$ cat config.mk
export PLATFORM = sky130hd
export DESIGN_NAME = asx_serial_top
export DESIGN_NICKNAME = d
export VERILOG_FILES = /design/src/design/asx_pkg.sv /design/src/design/asx_serial_top.sv /design/src/design/asx_tick_div.sv
export SDC_FILE = /design/constraint.sdc
export NUM_CORES = 1
export LEC_CHECK = 0
export BUFFER_PORTS_ARGS = -buffer_cell sky130_fd_sc_hd__buf_4
export CORE_AREA = 3 3 119 143
export CTS_BUF_LIST = sky130_fd_sc_hd__clkbuf_8
export CTS_CLUSTER_DIAMETER = 150
export DETAILED_ROUTE_END_ITERATION = 8
export DIE_AREA = 0 0 122 146
export HOLD_SLACK_MARGIN = 0.02
export SLEW_MARGIN = 20
export SYNTH_ARGS = -nofsm -noshare
export SYNTH_HDL_FRONTEND = slang
export SYNTH_SLANG_ARGS = --single-unit
$ cat constraint.sdc
create_clock -name core_clk -period 5.1 [get_ports core_clk]
set_input_delay 0.51 -clock core_clk [delete_from_list [all_inputs] [get_ports core_clk]]
set_output_delay 0.51 -clock core_clk [all_outputs]
set_load 0.05 [all_outputs]
$ cat src/design/asx_pkg.sv
package asx_pkg;

    // ------------------------------------------------------------
    // register map (word index on the plain port)
    // ------------------------------------------------------------
    localparam logic [2:0] ADDR_STATUS = 3'h0;   // serial_status_one
    localparam logic [2:0] ADDR_DATA = 3'h1;     // serial_data_register
    localparam logic [2:0] ADDR_CTRL = 3'h2;     // serial_control_two
    localparam logic [2:0] ADDR_CFG = 3'h3;      // serial_config
    localparam logic [2:0] ADDR_BAUD = 3'h4;     // baud_divisor
    localparam logic [2:0] ADDR_EV_STAT = 3'h5;  // event_status, read only
    localparam logic [2:0] ADDR_EV_CLR = 3'h6;   // event_clear, write only
    localparam logic [2:0] ADDR_EV_EN = 3'h7;    // event_enable

    // ------------------------------------------------------------
    // field positions
    // ------------------------------------------------------------
    localparam int unsigned ST_TXE = 7;   // tx_buffer_empty_flag
    localparam int unsigned ST_TXC = 6;   // tx_complete_flag
    localparam int unsigned ST_RXF = 5;   // rx_full_flag
    localparam int unsigned ST_IDLE = 4;  // idle line flag
    localparam int unsigned ST_OVR = 3;   // overrun flag
    localparam int unsigned ST_NOISE = 2; // noise_flag
    localparam int unsigned CT_TX_ON = 3; // tx_on
    localparam int unsigned CT_RX_ON = 2; // receiver on
    localparam int unsigned CT_BRK = 0;   // send_break_request
    localparam int unsigned CF_RX8 = 7;   // received ninth bit, read only
    localparam int unsigned CF_TX8 = 6;   // ninth bit to send
    localparam int unsigned CF_NINE = 4;  // data width: nine bits
    localparam int unsigned CF_ILT = 2;   // idle_count_after_stop
    localparam int unsigned CF_INV = 0;   // tx_polarity_invert

    // ------------------------------------------------------------
    // reset values and masks
    // ------------------------------------------------------------
    localparam logic [7:0] FLAGS_RESET = 8'hc0;
    localparam logic [7:0] FLAGS_MASK = 8'hfc;
    localparam logic [7:0] RX_FLAGS = 8'h3c;
    localparam logic [7:0] BAUD_RESET = 8'h0c;

    // ------------------------------------------------------------
    // bit timing (sixteen sample ticks per bit)
    // ------------------------------------------------------------
    localparam logic [3:0] OVS_LAST = 4'hf;
    localparam logic [3:0] SAMP_LO_START = 4'h3;  // seven start samples
    localparam logic [3:0] SAMP_LO_DATA = 4'h7;   // three samples per bit
    localparam logic [3:0] SAMP_HI = 4'h9;
    localparam logic [3:0] PH_RESYNC = 4'h8;
    localparam logic [2:0] NSAMP_START = 3'h7;
    localparam logic [2:0] NSAMP_DATA = 3'h3;
    localparam logic [3:0] BITS_8 = 4'ha;
    localparam logic [3:0] BITS_9 = 4'hb;

    typedef enum logic [1:0] {RX_IDLE, RX_START, RX_BITS} asx_rx_st_t;

    // plain register port request
    typedef struct packed {
        logic [2:0] addr;
        logic [7:0] wdata;
        logic wr;
        logic rd;
    } asx_bus_req_t;

    // divider state
    typedef struct packed {
        logic [7:0] cnt;
        logic tick;
    } asx_div_state_t;

    // whole state of the serial block
    typedef struct packed {
        logic rx_s1;
        logic rx_s2;
        logic rx_prev;
        logic [7:0] flags;
        logic [7:0] snap;
        logic [7:0] ctrl;
        logic [7:0] cfg;
        logic [7:0] baud;
        logic [7:0] ev_stat;
        logic [7:0] ev_en;
        logic [7:0] rdata;
        logic txd;
        logic tx_busy;
        logic tx_buf_full;
        logic pre_pend;
        logic brk_pend;
        logic [7:0] tx_buf;
        logic [10:0] tx_sh;
        logic [3:0] tx_cnt;
        logic [3:0] tx_ph;
        asx_rx_st_t rx_st;
        logic [3:0] rx_ph;
        logic [3:0] rx_cnt;
        logic [2:0] rx_ones;
        logic rx_noise;
        logic rx8;
        logic idle_arm;
        logic [9:0] rx_sh;
        logic [7:0] rx_data;
        logic [7:0] idle_cnt;
    } asx_state_t;

endpackage

$ cat src/design/asx_serial_top.sv
// Behaviour
// - buffer empty flag: reset, transfer; read-then-write clears
// - complete flag set when idle, buffer empty and no preamble or break queued
// - complete clears: status read, then write/enable/break
// - full flag on receive; read-then-read clears
// - idle flag after one high character time
// - idle counting starts after start or stop bit
// - idle clears by reads; rearmed only by reception
// - overrun drops new character; cleared by reads
// - seven start, three bit samples; noise flag
// - noise clears by status then data read
// - falling edges in first half of a data bit resync bit timing
// - line idles high; invert bit flips output
// - enable queues one idle preamble frame
// - data write loads transmit buffer
// - shifter ten or eleven bits by width
// - buffer moves to shifter on bit tick
// - empty after stop: complete, idle high
module asx_serial_top (
    input wire logic core_clk,
    input wire logic rstn,
    input wire asx_pkg::asx_bus_req_t bus_req,
    output logic [7:0] bus_rdata,
    input wire logic rxd,
    output logic txd,
    output logic irq
);

    asx_pkg::asx_state_t q, d;  // whole block state
    logic ovs_tick;             // sixteen per bit time
    logic [7:0] set_f;          // flags raised by hardware
    logic [7:0] clr_f;          // flags cleared by access sequence
    logic rd_st, rd_dat, wr_dat, wr_ctl, wr_clr;
    logic rx_fall;              // synchronised falling edge
    logic tx_bit;               // transmit bit boundary
    logic samp;                 // inside sampling window
    logic bit_val;              // majority of samples
    logic bit_noise;            // samples disagree
    logic idle_ok;              // idle counter may run
    logic tx_cond;              // transmitter fully idle
    logic nine;                 // nine bit data mode
    logic [3:0] nbits;          // bits per character
    logic [2:0] nsamp;          // samples in current bit
    logic [10:0] frame;         // data frame for the shifter

    // ------------------------------------------------------------
    // sample tick divider
    // ------------------------------------------------------------
    asx_tick_div u_div (
        .core_clk(core_clk),
        .rstn(rstn),
        .div(q.baud),
        .tick(ovs_tick)
    );

    // ------------------------------------------------------------
    // next state
    // ------------------------------------------------------------
    always_comb
    begin
        d = q;
        set_f = '0;
        clr_f = '0;
        // receive pin synchroniser
        d.rx_s1 = rxd;
        d.rx_s2 = q.rx_s1;
        d.rx_prev = q.rx_s2;
        rx_fall = q.rx_prev & ~q.rx_s2;
        nine = q.cfg[asx_pkg::CF_NINE];
        nbits = nine ? asx_pkg::BITS_9 : asx_pkg::BITS_8;
        // decode of the plain port
        rd_st = bus_req.rd && bus_req.addr == asx_pkg::ADDR_STATUS;
        rd_dat = bus_req.rd && bus_req.addr == asx_pkg::ADDR_DATA;
        wr_dat = bus_req.wr && bus_req.addr == asx_pkg::ADDR_DATA;
        wr_ctl = bus_req.wr && bus_req.addr == asx_pkg::ADDR_CTRL;
        wr_clr = bus_req.wr && bus_req.addr == asx_pkg::ADDR_EV_CLR;

        // read data, valid only in the cycle after the strobe
        d.rdata = '0;
        if (bus_req.rd)
        begin
            case (bus_req.addr)
                asx_pkg::ADDR_STATUS: d.rdata = q.flags;
                asx_pkg::ADDR_DATA: d.rdata = q.rx_data;
                asx_pkg::ADDR_CTRL: d.rdata = q.ctrl;
                asx_pkg::ADDR_CFG:
                    d.rdata = {q.rx8, q.cfg[6:0]};
                asx_pkg::ADDR_BAUD: d.rdata = q.baud;
                asx_pkg::ADDR_EV_STAT: d.rdata = q.ev_stat;
                asx_pkg::ADDR_EV_EN: d.rdata = q.ev_en;
                default: d.rdata = '0;  // clear register reads zero
            endcase
        end

        // status read remembers which flags were seen set
        if (rd_st)
            d.snap = q.flags;
        // data read clears receive flags seen set
        if (rd_dat)
        begin
            clr_f = clr_f | (q.snap & asx_pkg::RX_FLAGS);
            d.snap = d.snap & ~asx_pkg::RX_FLAGS;
        end
        // data write clears both transmit flags seen set
        if (wr_dat)
        begin
            clr_f[asx_pkg::ST_TXE] = q.snap[asx_pkg::ST_TXE];
            clr_f[asx_pkg::ST_TXC] = q.snap[asx_pkg::ST_TXC];
            d.snap[asx_pkg::ST_TXE] = 1'b0;
            d.snap[asx_pkg::ST_TXC] = 1'b0;
        end
        // control write: enable edge queues preamble, break bit queues
        if (wr_ctl)
        begin
            d.ctrl = bus_req.wdata;
            if (bus_req.wdata[asx_pkg::CT_TX_ON] &&
                !q.ctrl[asx_pkg::CT_TX_ON])
            begin
                d.pre_pend = 1'b1;
                clr_f[asx_pkg::ST_TXC] = q.snap[asx_pkg::ST_TXC];
                d.snap[asx_pkg::ST_TXC] = 1'b0;
            end
            if (bus_req.wdata[asx_pkg::CT_BRK])
            begin
                d.brk_pend = 1'b1;
                clr_f[asx_pkg::ST_TXC] = q.snap[asx_pkg::ST_TXC];
                d.snap[asx_pkg::ST_TXC] = 1'b0;
            end
        end
        // plain configuration registers
        if (bus_req.wr && bus_req.addr == asx_pkg::ADDR_CFG)
            d.cfg = {1'b0, bus_req.wdata[6:0]};
        if (bus_req.wr && bus_req.addr == asx_pkg::ADDR_BAUD)
            d.baud = bus_req.wdata;
        if (bus_req.wr && bus_req.addr == asx_pkg::ADDR_EV_EN)
            d.ev_en = bus_req.wdata & asx_pkg::FLAGS_MASK;

        // --------------------------------------------------------
        // transmitter
        // --------------------------------------------------------
        if (ovs_tick)
            d.tx_ph = q.tx_ph + 4'h1;
        tx_bit = ovs_tick && q.tx_ph == asx_pkg::OVS_LAST;
        // start low, data lsb first, stop high
        frame = nine ? {1'b1, q.cfg[asx_pkg::CF_TX8], q.tx_buf, 1'b0}
                     : {2'b11, q.tx_buf, 1'b0};
        if (tx_bit)
        begin
            if (q.tx_busy && q.tx_cnt != 4'h1)
            begin
                // shift next bit out, fill with idle level
                d.tx_sh = {1'b1, q.tx_sh[10:1]};
                d.tx_cnt = q.tx_cnt - 4'h1;
            end
            else if (q.ctrl[asx_pkg::CT_TX_ON] && q.pre_pend)
            begin
                // one whole frame at the idle level
                d.tx_sh = '1;
                d.tx_cnt = nbits;
                d.tx_busy = 1'b1;
                d.pre_pend = 1'b0;
            end
            else if (q.ctrl[asx_pkg::CT_TX_ON] && q.brk_pend)
            begin
                // one whole frame held low
                d.tx_sh = '0;
                d.tx_cnt = nbits;
                d.tx_busy = 1'b1;
                d.brk_pend = 1'b0;
            end
            else if (q.ctrl[asx_pkg::CT_TX_ON] && q.tx_buf_full)
            begin
                // buffer into shifter on the bit tick
                d.tx_sh = frame;
                d.tx_cnt = nbits;
                d.tx_busy = 1'b1;
                d.tx_buf_full = 1'b0;
                set_f[asx_pkg::ST_TXE] = 1'b1;
            end
            else
            begin
                // stop bit done, nothing waiting
                d.tx_busy = 1'b0;
            end
        end
        // a write the same cycle lands after the shifter took the old one
        if (wr_dat)
        begin
            d.tx_buf = bus_req.wdata;
            d.tx_buf_full = 1'b1;
        end
        // complete while nothing is sent or waiting
        tx_cond = !d.tx_busy && !d.tx_buf_full && !d.pre_pend &&
                  !d.brk_pend;
        set_f[asx_pkg::ST_TXC] = tx_cond;
        // idle level high, optionally inverted
        d.txd = (d.tx_busy ? d.tx_sh[0] : 1'b1) ^
                d.cfg[asx_pkg::CF_INV];

        // --------------------------------------------------------
        // receiver
        // --------------------------------------------------------
        nsamp = (q.rx_st == asx_pkg::RX_START) ? asx_pkg::NSAMP_START
                                               : asx_pkg::NSAMP_DATA;
        samp = q.rx_ph >= ((q.rx_st == asx_pkg::RX_START) ?
                   asx_pkg::SAMP_LO_START : asx_pkg::SAMP_LO_DATA) &&
               q.rx_ph <= asx_pkg::SAMP_HI;
        bit_val = {q.rx_ones, 1'b0} > {1'b0, nsamp};
        bit_noise = q.rx_ones != 3'h0 && q.rx_ones != nsamp;
        unique case (q.rx_st)
            asx_pkg::RX_IDLE:
            begin
                // wait for a start edge
                if (rx_fall && q.ctrl[asx_pkg::CT_RX_ON])
                begin
                    d.rx_st = asx_pkg::RX_START;
                    d.rx_ph = '0;
                    d.rx_ones = '0;
                end
            end
            asx_pkg::RX_START, asx_pkg::RX_BITS:
            begin
                if (q.rx_st == asx_pkg::RX_BITS && rx_fall &&
                    q.rx_ph < asx_pkg::PH_RESYNC)
                begin
                    // late edge marks the true bit boundary
                    d.rx_ph = '0;
                    d.rx_ones = '0;
                end
                else if (ovs_tick)
                begin
                    d.rx_ph = q.rx_ph + 4'h1;
                    if (samp)
                        d.rx_ones = q.rx_ones + {2'b00, q.rx_s2};
                    if (q.rx_ph == asx_pkg::OVS_LAST)
                    begin
                        d.rx_ones = '0;
                        if (q.rx_st == asx_pkg::RX_START)
                        begin
                            // high majority means a false start
                            d.rx_st = bit_val ? asx_pkg::RX_IDLE
                                              : asx_pkg::RX_BITS;
                            d.rx_cnt = '0;
                            d.rx_noise = bit_noise;
                        end
                        else
                        begin
                            d.rx_sh = {bit_val, q.rx_sh[9:1]};
                            d.rx_cnt = q.rx_cnt + 4'h1;
                            d.rx_noise = q.rx_noise | bit_noise;
                            if (q.rx_cnt == nbits - 4'h2)
                            begin
                                // stop bit sampled, character done
                                d.rx_st = asx_pkg::RX_IDLE;
                                if (q.flags[asx_pkg::ST_RXF])
                                begin
                                    // no room: drop it with its errors
                                    set_f[asx_pkg::ST_OVR] = 1'b1;
                                end
                                else
                                begin
                                    d.rx_data = nine ? d.rx_sh[7:0]
                                                     : d.rx_sh[8:1];
                                    d.rx8 = nine & d.rx_sh[8];
                                    set_f[asx_pkg::ST_RXF] = 1'b1;
                                    set_f[asx_pkg::ST_NOISE] =
                                        d.rx_noise;
                                    d.idle_arm = 1'b1;
                                end
                            end
                        end
                    end
                end
            end
        endcase
        if (!q.ctrl[asx_pkg::CT_RX_ON])
            d.rx_st = asx_pkg::RX_IDLE;

        // idle line: count high ticks, either from start or after stop
        idle_ok = q.rx_s2 && q.ctrl[asx_pkg::CT_RX_ON] &&
                  (q.cfg[asx_pkg::CF_ILT] ? q.rx_st == asx_pkg::RX_IDLE
                       : q.rx_st != asx_pkg::RX_START);
        if (!idle_ok)
            d.idle_cnt = '0;
        else if (ovs_tick && q.idle_cnt != {nbits, 4'h0})
            d.idle_cnt = q.idle_cnt + 8'h01;
        if (q.idle_cnt == {nbits, 4'h0} && q.idle_arm)
        begin
            // one full character time high, once per arming
            set_f[asx_pkg::ST_IDLE] = 1'b1;
            d.idle_arm = 1'b0;
        end

        // --------------------------------------------------------
        // flags and events: a set beats a clear in the same cycle
        // --------------------------------------------------------
        d.flags = (set_f | (q.flags & ~clr_f)) & asx_pkg::FLAGS_MASK;
        d.ev_stat = (set_f & ~q.flags) |
                    (q.ev_stat & ~(wr_clr ? bus_req.wdata : 8'h00));
        d.ev_stat = d.ev_stat & asx_pkg::FLAGS_MASK;
    end

    // ------------------------------------------------------------
    // state register
    // ------------------------------------------------------------
    always_ff @(posedge core_clk)
    begin
        if (!rstn)
        begin
            q <= '0;
            q.flags <= asx_pkg::FLAGS_RESET;
            q.baud <= asx_pkg::BAUD_RESET;
            q.txd <= 1'b1;
        end
        else
        begin
            q <= d;
        end
    end

    // ------------------------------------------------------------
    // outputs
    // ------------------------------------------------------------
    assign bus_rdata = q.rdata;
    assign txd = q.txd;
    assign irq = |(q.ev_stat & q.ev_en);
endmodule

$ cat src/design/asx_tick_div.sv
// sample tick divider: one pulse every div+1 clocks
module asx_tick_div (
    input wire logic core_clk,
    input wire logic rstn,
    input wire logic [7:0] div,
    output logic tick
);

    asx_pkg::asx_div_state_t q, d;  // whole divider state

    // ------------------------------------------------------------
    // next state
    // ------------------------------------------------------------
    always_comb
    begin
        d = q;
        d.tick = 1'b0;
        if (q.cnt >= div)
        begin
            // wrap, also covers a divisor lowered mid count
            d.cnt = '0;
            d.tick = 1'b1;
        end
        else
        begin
            d.cnt = q.cnt + 8'h01;
        end
    end

    // state register
    always_ff @(posedge core_clk)
    begin
        if (!rstn)
            q <= '0;
        else
            q <= d;
    end

    assign tick = q.tick;

endmodule

==> results.yml, run 1 <==
status:
  status: "complete, no violations"
worst_hold_path:
  hold_path.class: "input pin to flop"
clocking:
  clk_pin_slew_ns: 0.08
  cts_tree: "done"
  cts.sinks: 140
  htreeDepth: 4
  cts_made_buffers: 17
  ctsHoldBuffers: 0
  cts-resized-gates: 0
  clk_latency_ns: 0.44
  postCtsSetupBuffers: 0
  clk_path_buf_depth: 2
  clockRootBuffer: "clkbuf_8"
setup_path:
  cp.required_ns: 5.48
  critical_path_class: "flop to flop"
  critPathSlowestCell: "dfxtp_1"
  critical_path.max_fanout: 22
  critPathLaunchType: "flop"
  r2r_slack_ns: 2.40
  end_kind: "flop"
  r2r-start: "u_div.tick"
  timing.rr.end: "q[92]"
  crit_buf_inv: 0
  critical-path-max-stage-delay_ns: 0.77
  startpoint: "u_div.tick"
  cp.arrival_ns: 3.08
  path_depth: 5
  cp-endpoint: "q[92]"
  cp_top_family: "simple AND/OR/NAND/NOR gates"
  reg2reg_depth: 5
  crit_chain: "nand4_1 -> or3_1 -> nor3b_4 -> o21a_1 -> a32o_1"
layout:
  syn_to_final_growth_pct: 9.20
  antenna_cells: 0
  fin_util: 0.478
  final_net_count: 813
  nFillCells: 1502
  stdcell_area_sq_mm: 0.00750
  drive_gt1_frac: 0.101
  fin_cells: 994
floorplan:
  boundaryPins: 26
  core-area_sq_mm: 0.0157
  floorplan.initialDensity: 0.438
  dieArea_sq_mm: 0.0178
  rows: 50
  fp.dieH_um: 146
  fp.dieW_um: 122
placement:
  place_congestion: 0.841
  preCtsSetupSlack_ns: 2.12
  place_inst: 962
  place_area_sq_mm: 0.00711
  io_buffers: 25
  hpwl_um: 11200
sta:
  period_needed_ns: 2.70
  relSlewSlack: 0.307
  clock.fmax_ghz: 0.370
  hold_violations: 0
  period_share: 0.530
  setup_tns_ns: 0
  skew_ns: 0.0109
  final_max_slew_viol_count: 0
  finalSetupViolations: 0
  grt_setup_unrepaired: "false"
  tightestPinTransition_ns: 1.04
  fin_ws_ns: 2.40
  whs_ns: 0.270
pwr:
  total_power_mw: 2.10
  power.leakage_nw: 2.96
  ir_worst_vdd_uv: 177
  power.density_mw_per_mm2: 280
global_route:
  grt_pass1_wl_um: 26500
  grt_max_degree: 104
  antenna_found_initial: 0
  grt_pass1_vias: 5191
  overflow: 0
  track_usage: 0.186
routing:
  ant_nets: 0
  num_vias: 5363
  drcViolationCount: 0
  wl_per_cell_um: 16.1
  drt-vias-per-instance: 5.40
  first_pass_iters: 5
  drt-total-wl_um: 16000
  drt_iter0_drc: 278
synthesis:
  yosys.area.top_type: "dfxtp_1"
  synth_common_cells: "dfxtp_1, nand2_1, a21boi_0, nor2_1, mux2i_1"
  synthFlopType: "dfxtp_1"
  async_reset_ff_frac: 0
  synth_seq_cells: 140
  yosys_warnings: 0
  syn-num-nets: 818
  syn-mean-instance-area_sq_um: 8.83
  synth_area_leaders: "dfxtp_1, nand2_1, mux2i_1, a21boi_0, ha_1"
  ys_seq_area_frac: 0.408
  syn_inst: 778
  synth_top_area_share: 0.408
  synth.most_common_cell: "dfxtp_1"
  yosysUniqueCellTypes: 64
  synth_edf_count: 0
  syn_area_sq_mm: 0.00687
run:
  cap_violations: 0
==> kinds of logic after synthesis <==
group / share of synthesized area
AOI/OAI and AO/OA: 0.176
xor gates and xnor gates: 0.0229
adders and majority gates: 0.0437
buffers and inverters: 0.0473
DFF: 0.408
muxes: 0.0880
and+or+nand+nor: 0.214
==> worst min path at each step <==
stage	cells after the start	slack (ns)	end	startpoint
3_3_place_gp	1	0.42	d[138]	d[139]
3_5_place_dp	1	0.43	d[138]	d[139]
5_1_grt	2	0.24	d[139]	rxd
4_1_cts	2	0.24	d[139]	rxd
6_report	2	0.27	d[139]	rxd
2_1_floorplan	1	0.41	d[138]	d[139]
==> per-layer routing <==
layer	part of all wire	vias up	track usage
met5	0	-	0
met4	0.017	0	0.0650
met3	0.033	22	0.0393
met2	0.49	98	0.301
met1	0.46	2539	0.246
li1	-	2704	-
==> report_power, final <==
group / internal, mW / total, mW / leakage (nW) / switching (mW)
logic: 0.0439 / 0.112 / 1.63 / 0.0678
clock network: 0.453 / 0.869 / 0.198 / 0.416
registers: 1.10 / 1.12 / 1.13 / 0.0118
==> layout by cell type (no fill, tap or decap), types with 17 or more instances in the layout <==
cell type  instances
and2_1            18
a21oi_1           34
dfxtp_1          140
ha_1              24
nor2_1            42
nand3_1           17
mux2i_1           41
nand2_1          129
a21boi_0          47
buf_4             29
clkbuf_8          19
o21ai_0           18
nor2b_1           30
inv_1             23
==> layout make-up <==
type / count / area [sq um] / share of cell area
Inverter: 23 / 86.3 / 0.0115
Clock buffer: 19 / 262 / 0.0349
Timing Repair Buffer: 29 / 218 / 0.0290
Sequential cell: 140 / 2800 / 0.374
Multi-Input combinational cell: 562 / 3750 / 0.500
Clock inverter: 13 / 125 / 0.0167
Tap cell: 208 / 260 / 0.0347
==> worst register-to-register path: stages, from the launching register on <==
cell and delay (ns):
dfxtp_1 0.77, nand4_1 0.20, or3_1 0.54, nor3b_4 0.74
o21a_1 0.25, a32o_1 0.13
==> state kept, by name, summed over array words and instances, names as in the netlist <==
register,flops
u_div.tick,1
bus_rdata,8
txd,1
d,2
q,119
u_div.q,8
nine,1
Note: power is estimated with default switching activity, not from simulation.
==> run 2: changes to the inputs <==
==> constraint.sdc (replaced) <==
create_clock -name core_clk -period 2.2 [get_ports core_clk]
set_input_delay 0.22 -clock core_clk [delete_from_list [all_inputs] [get_ports core_clk]]
set_output_delay 0.22 -clock core_clk [all_outputs]
set_load 0.05 [all_outputs]
==> run 2 against run 1 <==
Net effect: setup slack got worse by 2.3 ns; combinational power increased by 140%; first-iteration DRC count increased by 17%; via count increased by 2.6%; critical path type unchanged; highest routed layer unchanged; core utilization increased by 1.8 points; sequential power increased by 130%; register-to-register slack got worse by 2.3 ns; fmax increased by 29%; clock skew about the same; hold slack got worse by 0.21 ns; final cell count increased by 2.4%; global-route usage increased by 0.28 points.
==> results.yml, run 2 (synthesis results as in run 1) <==
setup_path:
  critical_path_class: "flop to flop"
  crit_chain: "inv_1 -> ha_1 -> or3b_4 -> a2111oi_4 -> mux2i_2 -> a2111oi_2 -> a32o_1"
  critical-path-max-stage-delay_ns: 0.41
  end_kind: "flop"
  r2r_slack_ns: 0.10
  r2r-start: "q[47]"
  critPathLaunchType: "flop"
  timing.rr.end: "q[96]"
  critPathSlowestCell: "or3b_4"
  critical_path.max_fanout: 4
  cp.arrival_ns: 2.50
  cp.required_ns: 2.60
  reg2reg_depth: 7
layout:
  drive_gt1_frac: 0.132
  final_cell_mix: "dfxtp_1, nand2_1, buf_4, a21boi_0, nor2_1"
  seq_area_sq_mm: 0.00281
  antenna_cells: 0
  final_net_count: 838
  final_common_cell: "dfxtp_1"
  fin_cells: 1018
  multi_input_area_sq_mm: 0.00376
  largest_register_ffs: 119
  syn_to_final_growth_pct: 13.3
  nFillCells: 1476
  regMostFlops: "q"
  fin_util: 0.496
routing:
  drt-total-wl_um: 16300
  drt_iter0_drc: 324
  drcViolationCount: 0
  drt-vias-per-instance: 5.40
  num_vias: 5502
  first_pass_iters: 7
  wl_per_cell_um: 16.0
  ant_nets: 0
clocking:
  htreeDepth: 4
  cts_tree: "done"
  cts_made_buffers: 17
  clk_latency_ns: 0.45
  clockRootBuffer: "clkbuf_8"
  clk_pin_slew_ns: 0.08
  clk_path_buf_depth: 2
  cts.sinks: 140
floorplan:
  floorplan.initialDensity: 0.438
  rows: 50
  dieArea_sq_mm: 0.0178
  fp.dieH_um: 146
  boundaryPins: 26
  fp.dieW_um: 122
  core-area_sq_mm: 0.0157
status:
  status: "complete, no violations"
sta:
  period_share: 0.954
  period_needed_ns: 2.10
  finalSetupViolations: 0
  relSlewSlack: 0.546
  final_max_slew_viol_count: 0
  clock.fmax_ghz: 0.477
  grt_setup_unrepaired: "true"
  hold_violations: 0
  tightestPinTransition_ns: 0.679
  whs_ns: 0.0651
  setup_tns_ns: 0
  skew_ns: 0.0110
pwr:
  ir_worst_vdd_uv: 363
  seqPwrFrac: 0.498
  switchingPower_mw: 1.17
  power.leakage_nw: 3.12
  p_int_mw: 4.02
  total_power_mw: 5.19
  switching_share: 0.225
  combPwrFrac: 0.053
  power.density_mw_per_mm2: 667
  clockPowerShare: 0.449
global_route:
  grt_max_degree: 85
  grt_pass1_vias: 5414
  track_usage: 0.189
  overflow: 0
  grt_pass1_wl_um: 27100
  antenna_found_initial: 0
worst_hold_path:
  min_path_cells: 3
  min_from: "bus_req[3]"
  worstHoldEndpoint: "q[115]"
  hold_path.class: "input pin to flop"
placement:
  place_congestion: 0.811
  io_buffers: 25
  hpwl_um: 11600
  place_inst: 984
run:
  cap_violations: 0
==> run 2: timing repair <==
item | in CTS | in global routing
buffers inserted | 0 | 1
gates resized for setup | 0 | 8
hold buffers | 1 | 0
setup endpoints to repair | 0 | 22
endpoints found under the hold margin | 1 | 0
==> run 2: worst max-delay path by stage <==
stage	from	to	slack, ns	cells after the start
final	q[47]	q[96]	0.10	7
after global routing	q[40]	q[27]	-0.003	8
after CTS	q[46]	q[96]	0.03	6
after detailed placement	q[46]	q[96]	0.05	6
after global placement	q[46]	q[96]	0.11	6
after floorplan	q[46]	q[96]	0.22	6
==> run 2: worst max-delay path, delay by kind of cell, from the launching register on <==
kind | cells | cell delay, ns
flip-flops | 1 | 0.33
AO/OA/AOI/OAI | 3 | 0.97
multiplexers | 1 | 0.14
AND/OR/NAND/NOR | 1 | 0.41
adder cells (fa/ha/maj) | 1 | 0.13
buffers and inverters | 1 | 0.08
==> run 2: area by class of cell <==
| cell class | instances | area share |
|---|---|---|
| Timing Repair Buffer | 54 | 0.0545 |
| Tap cell | 208 | 0.0334 |
| Inverter | 23 | 0.0111 |
| Clock inverter | 10 | 0.0207 |
| Multi-Input combinational cell | 562 | 0.483 |
| Sequential cell | 140 | 0.360 |
| Clock buffer | 21 | 0.0371 |
==> run 2: layer usage <==
metal	GRT usage	vias up	routed length (um)
li1	-	2756	-
met1	0.243	2622	7380
met2	0.307	101	7920
met3	0.0463	23	607
met4	0.0689	0	356
met5	0	-	0
==> run 2: through the flow <==
stage,setup WS (ns),area (sq um)
floorplan,0.216,6870
global placement,0.113,7290
detailed placement,0.0486,7290
CTS,0.0334,7750
global route,-0.00292,7790
finish,0.102,7790
==> run 2: power groups by stage <==
stage	clock [mW]	sequential, mW	combinational, mW
detailed placement	0	2.64	0.271
global placement	0	2.64	0.267
finish	2.33	2.58	0.274
global route	2.49	2.59	0.299
CTS	2.38	2.58	0.274
floorplan	0	2.64	0.183
